## config.mk

```make
export PLATFORM = sky130hd
export DESIGN_NAME = sacrf_core
export DESIGN_NICKNAME = d
export VERILOG_FILES = /design/src/logic/sacrf_pkg.sv /design/src/logic/sacrf_core.sv /design/src/logic/sacrf_format.sv
export SDC_FILE = /design/constraint.sdc
export NUM_CORES = 1
export LEC_CHECK = 0
export BUFFER_PORTS_ARGS = -buffer_cell sky130_fd_sc_hd__clkbuf_2
export CELL_PAD_IN_SITES_DETAIL_PLACEMENT = 1
export CELL_PAD_IN_SITES_GLOBAL_PLACEMENT = 1
export CORE_MARGIN = 10
export CORE_UTILIZATION = 47
export CTS_CLUSTER_DIAMETER = 80
export DETAILED_ROUTE_END_ITERATION = 6
export PLACE_DENSITY = 0.95
export SLEW_MARGIN = 0
export SYNTH_ARGS = -nofsm -noshare
export SYNTH_HDL_FRONTEND = slang
export SYNTH_SLANG_ARGS = --single-unit
```

## constraint.sdc

```tcl
create_clock -name mclk -period 3.9 [get_ports mclk]
set_input_delay 0.39 -clock mclk [delete_from_list [all_inputs] [get_ports mclk]]
set_output_delay 0.39 -clock mclk [all_outputs]
set_load 0.005 [all_outputs]
```

## src/logic/sacrf_pkg.sv

```systemverilog
// package: register map, field layout, reset values and carriers for the converter control block
package sacrf_pkg;
    localparam logic [7:0] SACRF_ADDR_CONFIG = 8'hBC;
    localparam logic [7:0] SACRF_ADDR_LOW = 8'hBD;
    localparam logic [7:0] SACRF_ADDR_HIGH = 8'hBE;
    localparam logic [7:0] SACRF_RESET_CONFIG = 8'hF9;
    localparam logic [7:0] SACRF_RESET_LOW = 8'h00;
    localparam logic [7:0] SACRF_RESET_HIGH = 8'h00;
    localparam int SACRF_DIV_MSB = 7;
    localparam int SACRF_DIV_LSB = 3;
    localparam int SACRF_LJST_BIT = 2;
    localparam int SACRF_8BIT_BIT = 1;
    localparam int SACRF_GAIN_BIT = 0;
    // conversion clocks per conversion; 8-bit mode takes two fewer
    localparam logic [3:0] SACRF_CYCLES_10BIT = 4'hA;
    localparam logic [3:0] SACRF_CYCLES_SAVED_8BIT = 4'h2;

    typedef struct packed {
        logic [4:0] conv_clock_divider;
        logic left_justify_select;
        logic eight_bit_mode_enable;
        logic gain_select;
    } sacrf_config_type;

    typedef struct packed {
        logic write_en;
        logic read_en;
        logic [7:0] addr;
        logic [7:0] wdata;
    } sacrf_sfr_req_type;

    typedef enum logic [1:0] {
        SACRF_IDLE,
        SACRF_CONVERT
    } sacrf_state_type;
endpackage

```

## src/logic/sacrf_core.sv

```systemverilog
// converter configuration, conversion-clock divider, conversion sequencing and result registers
`timescale 1ns/1ps
`default_nettype none
module sacrf_core (
    input wire logic mclk,
    input wire logic rst_n,
    input wire sacrf_pkg::sacrf_sfr_req_type sfr_req,
    output logic [7:0] sfr_rdata,
    input wire logic conv_start,
    input wire logic [9:0] analog_code,
    output logic conversion_clock,
    output logic gain_select,
    output logic conv_busy,
    output logic conv_done
);
    typedef struct packed {
        sacrf_pkg::sacrf_config_type cfg;
        logic [7:0] result_high_byte;
        logic [7:0] result_low_byte;
        logic [7:0] rdata;
        logic [4:0] div_count;
        logic conv_clk;
        logic [3:0] clocks_left;
        sacrf_pkg::sacrf_state_type state;
        logic done;
    } sacrf_core_state_type;

    sacrf_core_state_type cur;
    sacrf_core_state_type next_cur;
    logic [7:0] fmt_high;
    logic [7:0] fmt_low;

    function automatic logic [7:0] sacrf_cfg_byte(input sacrf_pkg::sacrf_config_type c);
        sacrf_cfg_byte = {c.conv_clock_divider, c.left_justify_select,
            c.eight_bit_mode_enable, c.gain_select};
    endfunction

    // one decode for both the write and the read side, so the two never disagree
    typedef enum {
        SACRF_SEL_NONE,
        SACRF_SEL_CONFIG,
        SACRF_SEL_LOW,
        SACRF_SEL_HIGH
    } sacrf_sel_type;

    function automatic sacrf_sel_type sacrf_decode(input logic [7:0] addr);
        case (addr)
            sacrf_pkg::SACRF_ADDR_CONFIG: begin
                sacrf_decode = SACRF_SEL_CONFIG;
            end
            sacrf_pkg::SACRF_ADDR_LOW: begin
                sacrf_decode = SACRF_SEL_LOW;
            end
            sacrf_pkg::SACRF_ADDR_HIGH: begin
                sacrf_decode = SACRF_SEL_HIGH;
            end
            default: begin
                sacrf_decode = SACRF_SEL_NONE;
            end
        endcase
    endfunction

    // a tick marks the last system clock of each conversion clock period
    function automatic logic sacrf_div_tick(
        input logic [4:0] count,
        input logic [4:0] divider
    );
        // >= rather than ==: a divider lowered mid-period still wraps at once
        sacrf_div_tick = (count >= divider);
    endfunction

    function automatic logic [4:0] sacrf_div_step(
        input logic [4:0] count,
        input logic [4:0] divider
    );
        if (sacrf_div_tick(count, divider)) begin
            sacrf_div_step = 5'h00;
        end else begin
            sacrf_div_step = count + 5'h01;
        end
    endfunction

    // high for the first half of each period; even divider leaves it high one count longer
    function automatic logic sacrf_clk_level(
        input logic [4:0] count,
        input logic [4:0] divider
    );
        sacrf_clk_level = (count <= {1'b0, divider[4:1]});
    endfunction

    // conversion length in conversion clocks; 8-bit mode skips the two lowest bits
    function automatic logic [3:0] sacrf_conv_length(input logic eight_bit);
        if (eight_bit) begin
            sacrf_conv_length = sacrf_pkg::SACRF_CYCLES_10BIT -
                sacrf_pkg::SACRF_CYCLES_SAVED_8BIT;
        end else begin
            sacrf_conv_length = sacrf_pkg::SACRF_CYCLES_10BIT;
        end
    endfunction

    // read data is registered, so the mux looks at state before this edge's writes
    function automatic logic [7:0] sacrf_read_mux(
        input sacrf_sel_type sel,
        input sacrf_core_state_type s
    );
        case (sel)
            SACRF_SEL_CONFIG: begin
                sacrf_read_mux = sacrf_cfg_byte(s.cfg);
            end
            SACRF_SEL_LOW: begin
                sacrf_read_mux = s.result_low_byte;
            end
            SACRF_SEL_HIGH: begin
                sacrf_read_mux = s.result_high_byte;
            end
            default: begin
                sacrf_read_mux = 8'h00;
            end
        endcase
    endfunction

    // the count is checked before it is decremented, so 1 is the final tick
    function automatic logic sacrf_last_tick(input logic [3:0] clocks_left);
        sacrf_last_tick = (clocks_left <= 4'h1);
    endfunction

    // sample the code mode-masked: 8-bit mode converts only the top bits
    sacrf_format u_format (
        .code(cur.cfg.eight_bit_mode_enable ? {analog_code[9:2], 2'h0} : analog_code),
        .left_justify_select(cur.cfg.left_justify_select),
        .eight_bit_mode_enable(cur.cfg.eight_bit_mode_enable),
        .high_byte(fmt_high),
        .low_byte(fmt_low)
    );

    always_comb begin
        logic tick;
        tick = 1'b0;
        next_cur = cur;
        next_cur.done = 1'b0;
        // divider: one tick per (field + 1) system clocks
        tick = sacrf_div_tick(cur.div_count, cur.cfg.conv_clock_divider);
        next_cur.div_count = sacrf_div_step(cur.div_count, cur.cfg.conv_clock_divider);
        // square-ish output: high in the first half of each period
        next_cur.conv_clk = sacrf_clk_level(next_cur.div_count, cur.cfg.conv_clock_divider);
        // register writes; a completing conversion below takes priority on result bytes
        if (sfr_req.write_en) begin
            case (sacrf_decode(sfr_req.addr))
                SACRF_SEL_CONFIG: begin
                    // divider of zero under memory power control is software's concern
                    next_cur.cfg = sfr_req.wdata;
                end
                SACRF_SEL_LOW: next_cur.result_low_byte = sfr_req.wdata;
                SACRF_SEL_HIGH: next_cur.result_high_byte = sfr_req.wdata;
                default: ;
            endcase
        end
        case (cur.state)
            sacrf_pkg::SACRF_IDLE: begin
                if (conv_start) begin
                    next_cur.state = sacrf_pkg::SACRF_CONVERT;
                    next_cur.clocks_left = sacrf_conv_length(cur.cfg.eight_bit_mode_enable);
                end
            end
            sacrf_pkg::SACRF_CONVERT: begin
                if (tick) begin
                    if (sacrf_last_tick(cur.clocks_left)) begin
                        next_cur.state = sacrf_pkg::SACRF_IDLE;
                        next_cur.clocks_left = 4'h0;
                        next_cur.done = 1'b1;
                        // completion wins over a same-cycle software write
                        next_cur.result_high_byte = fmt_high;
                        next_cur.result_low_byte = fmt_low;
                    end else begin
                        next_cur.clocks_left = cur.clocks_left - 4'h1;
                    end
                end
            end
            default: next_cur.state = sacrf_pkg::SACRF_IDLE;
        endcase
        // registered read data; unmapped addresses read zero
        next_cur.rdata = 8'h00;
        if (sfr_req.read_en) begin
            next_cur.rdata = sacrf_read_mux(sacrf_decode(sfr_req.addr), cur);
        end
    end

    always_ff @(posedge mclk or negedge rst_n) begin
        if (!rst_n) begin
            cur.cfg <= sacrf_pkg::SACRF_RESET_CONFIG;
            cur.result_high_byte <= sacrf_pkg::SACRF_RESET_HIGH;
            cur.result_low_byte <= sacrf_pkg::SACRF_RESET_LOW;
            cur.rdata <= 8'h00;
            cur.div_count <= 5'h00;
            cur.conv_clk <= 1'b0;
            cur.clocks_left <= 4'h0;
            cur.state <= sacrf_pkg::SACRF_IDLE;
            cur.done <= 1'b0;
        end else begin
            cur <= next_cur;
        end
    end

    assign sfr_rdata = cur.rdata;
    assign conversion_clock = cur.conv_clk;
    assign gain_select = cur.cfg.gain_select;
    assign conv_busy = (cur.state == sacrf_pkg::SACRF_CONVERT);
    assign conv_done = cur.done;
endmodule // sacrf_core
`default_nettype wire

```

## src/logic/sacrf_format.sv

```systemverilog
// result formatter: lays a raw code out over the high and low result bytes
`timescale 1ns/1ps
`default_nettype none
module sacrf_format (
    input wire logic [9:0] code,
    input wire logic left_justify_select,
    input wire logic eight_bit_mode_enable,
    output logic [7:0] high_byte,
    output logic [7:0] low_byte
);
    always_comb begin
        if (eight_bit_mode_enable) begin
            // 8-bit code arrives in the top bits of code; justify bit ignored
            high_byte = code[9:2];
            low_byte = 8'h00;
        end else if (left_justify_select) begin
            high_byte = code[9:2];
            low_byte = {code[1:0], 6'h00};
        end else begin
            high_byte = {6'h00, code[9:8]};
            low_byte = code[7:0];
        end
    end
endmodule // sacrf_format
`default_nettype wire

```

==> metrics.csv <==
metric,value,unit
Core Region,0.00511,sq mm
initial core utilization,0.484,
Peak VDD IR,0.000299,V
worst min path class,primary input to async pin,
pre-CTS WS,1.22,ns
Max clock buf depth,2,
DRT Pass-1 Iters,4,
# IOs,43,
Final Critical Period,2.69,ns
worst skew pair latency,0.30,ns
DRC viols,0,
Cell Pwr Density,514,mW/mm^2
CP most frequent cell,ha_1,
fmax,372,MHz
routed wire length,6630,microns
CTS tree,yes,
initial detailed-routing violation count,83,
Cells after Synth,237,
worst path required time,4.13,ns
CP max stage cell,dfstp_2,
Synth area leaders,"dfrtp_1, mux2i_1, dfstp_2",
startpoint types,flop,
diodes inserted,0,
fin area,0.00276,sq mm
CP max stage delay,0.55,ns
vias in the first global route,2118,
Crit Path Category,flop to flop,
"count leader, synth",mux2i_1,
RSZ-0062 raised after global routing,false,
Post-DP HPWL,4910,microns
Post-Route Skew,0.00437,ns
share of the synthesized area in the top cell type,0.384,
Final Max Tran Viols,0,
clock root buffer,clkbuf_8,
Max-Cap Viols,0,
"Worst Setup Slack, final",1.21,ns
prevailing post-synth register cell,dfrtp_1,
post-synthesis sequential area ratio,0.448,
port buffer count,42,
status,finished clean,
Slew Limit Headroom,0.274,
placed cell areas,0.00267,sq mm
Post-Layout Cell Count,341,
Worst-path clk slew,0.08,ns
TritonCTS buffer count,5,
via count,1856,
H-tree lvl count,2,
Post-CTS Hold Fix Bufs,0,
Synth Register Bits,44,
GRT Util Overall,0.161,
Nets,313,
Leak Pwr,1.57,nW
die area,0.00856,sq mm
endpoints failing hold,0,
setup violators final,0,
Synth Net Count,280,
antenna-violating nets left,0,
drt wl/cell,19.4,microns
"EDFF count, synth",0,
placed insts,333,
layout cells sized above 1,0.251,
clock sink total,44,
actual slew at the worst max-slew pin,1.09,ns
cells along the critical path,inv_1 > ha_1 > a21o_1 > a31oi_1 > o21ai_1 > buf_4 > nor2_1 > ha_1 > nor2b_1 > o21a_1 > o21ai_0 > nand2b_1 > a21oi_1,
"Max FO, Critical Path",13,
Placer Congestion,0.809,
"area leader, netlist",dfrtp_1,
"top cells by count, synth","mux2i_1, dfrtp_1, nor2_1, nand2_1",
# rows,26,
Die X,92.5,microns
synthesis warning total,0,
Final period util,0.689,
Worst EP arrival,2.92,ns
syn_area_per_cell,10.4,sq um
Fin Setup TNS,0,ns
Post-CTS Resized,0,
grt ovf,0,
vias per inst,5.44,
synth-to-layout area growth,11.7,%
Worst Setup End Kind,flop,
first-pass GRT wire length,11000,microns
Die Height,92.5,microns
Post-Syn Area,0.00247,sq mm
post-synthesis cell type count,39,
largest net degree at the start of global routing,45,
initial antenna violation count,0,
Synth async-reset ratio,1.00,
Post CTS Setup Buffer Count,0,
cells by family (layout without fill, tap and decap cells):
family                   after synthesis  in the layout  share of synthesized area
XOR/XNOR                               3              3                     0.0106
adder cells (fa/ha/maj)               12             12                     0.0607
buffers and inverters                 28             62                     0.0597
multiplexers                          50             50                      0.209
AO/OA/AOI/OAI                         25             25                     0.0587
flip-flops                            44             44                      0.448
AND/OR/NAND/NOR                       75             75                      0.153
layout by cell type, fill, tap and decap left out, types with 2 or more instances in the layout:
| master | synthesis | layout |
|---|---|---|
| mux2_4 | 2 | 2 |
| inv_1 | 11 | 11 |
| nor2b_1 | 3 | 3 |
| nor3_1 | 2 | 2 |
| ha_1 | 12 | 12 |
| nor2_1 | 32 | 32 |
| nand2b_1 | 3 | 3 |
| nand4_1 | 2 | 2 |
| clkbuf_8 | 0 | 6 |
| a211o_1 | 2 | 2 |
| a31oi_1 | 2 | 2 |
| o21ai_0 | 5 | 5 |
| mux2_2 | 4 | 4 |
| dfrtp_1 | 38 | 38 |
| mux2_1 | 2 | 2 |
| nand2_1 | 21 | 21 |
| clkbuf_2 | 0 | 42 |
| nand3_1 | 2 | 2 |
| xor2_1 | 2 | 2 |
| a21oi_1 | 12 | 12 |
| mux2i_1 | 42 | 42 |
| dfstp_2 | 6 | 6 |
| clkbuf_1 | 2 | 2 |
routing by layer:
layer	vias to the layer above	GRT usage	part of all wire
met1	926	0.193	0.43
met5	-	0	0
met4	0	0.0835	0.032
met2	38	0.272	0.51
met3	18	0.0258	0.031
li1	874	-	-
flip-flops by register name, summed over array words and instances (netlist names):
register / cells
gain_select: 1
cur: 33
conv_done: 1
conversion_clock: 1
sfr_rdata: 8
final timing paths:
check                           cells after the start                         end  slack (ns)           startpoint
worst max-delay path                               13  conversion_clock$_DFF_PN0_        1.21  cur[42]$_DFFE_PN1P_
worst min-delay path                                1          cur[3]$_DFFE_PN0P_        0.28                rst_n
worst max register to register                     13  conversion_clock$_DFF_PN0_        1.21  cur[42]$_DFFE_PN1P_
worst min register to register                      2      sfr_rdata[3]$_DFF_PN0_        0.53    cur[32]$_DFF_PN0_
max in group asynchronous                           1      sfr_rdata[3]$_DFF_PN0_        2.95                rst_n
min in group mclk                                   3         cur[44]$_DFFE_PN1P_        0.33           sfr_req[7]
final cells by class:
type                            instances  area, sq um
Tap cell                               70         87.6
Multi-Input combinational cell        165         1220
Inverter                               11         41.3
Clock buffer                            8         90.1
Sequential cell                        44         1110
Fill cell                             578         2340
Timing Repair Buffer                   43          218
worst max-delay path, delay by kind of cell, from the launching register on:
kind                       cells  cell delay (ns)
adders and majority gates      2             0.57
DFF                            1             0.55
AOI/OAI and AO/OA              6             0.87
and+or+nand+nor                3             0.35
buffers and inverters          2             0.26
power breakdown:
| part | internal [W] | switching, W |
|---|---|---|
| sequential | 0.000558 | 0.0000875 |
| clock | 0.000145 | 0.000158 |
| combinational | 0.000215 | 0.000257 |
per-stage QoR:
step                      hold slack [ns]  power [W]   util
after floorplan                    0.0944   0.000957      -
after global placement              0.495    0.00106  0.523
after detailed placement            0.506    0.00111  0.523
after CTS                           0.314    0.00143  0.541
after global routing                0.329    0.00153  0.541
final                               0.277    0.00142  0.541
(Power assumes the default switching activity.)
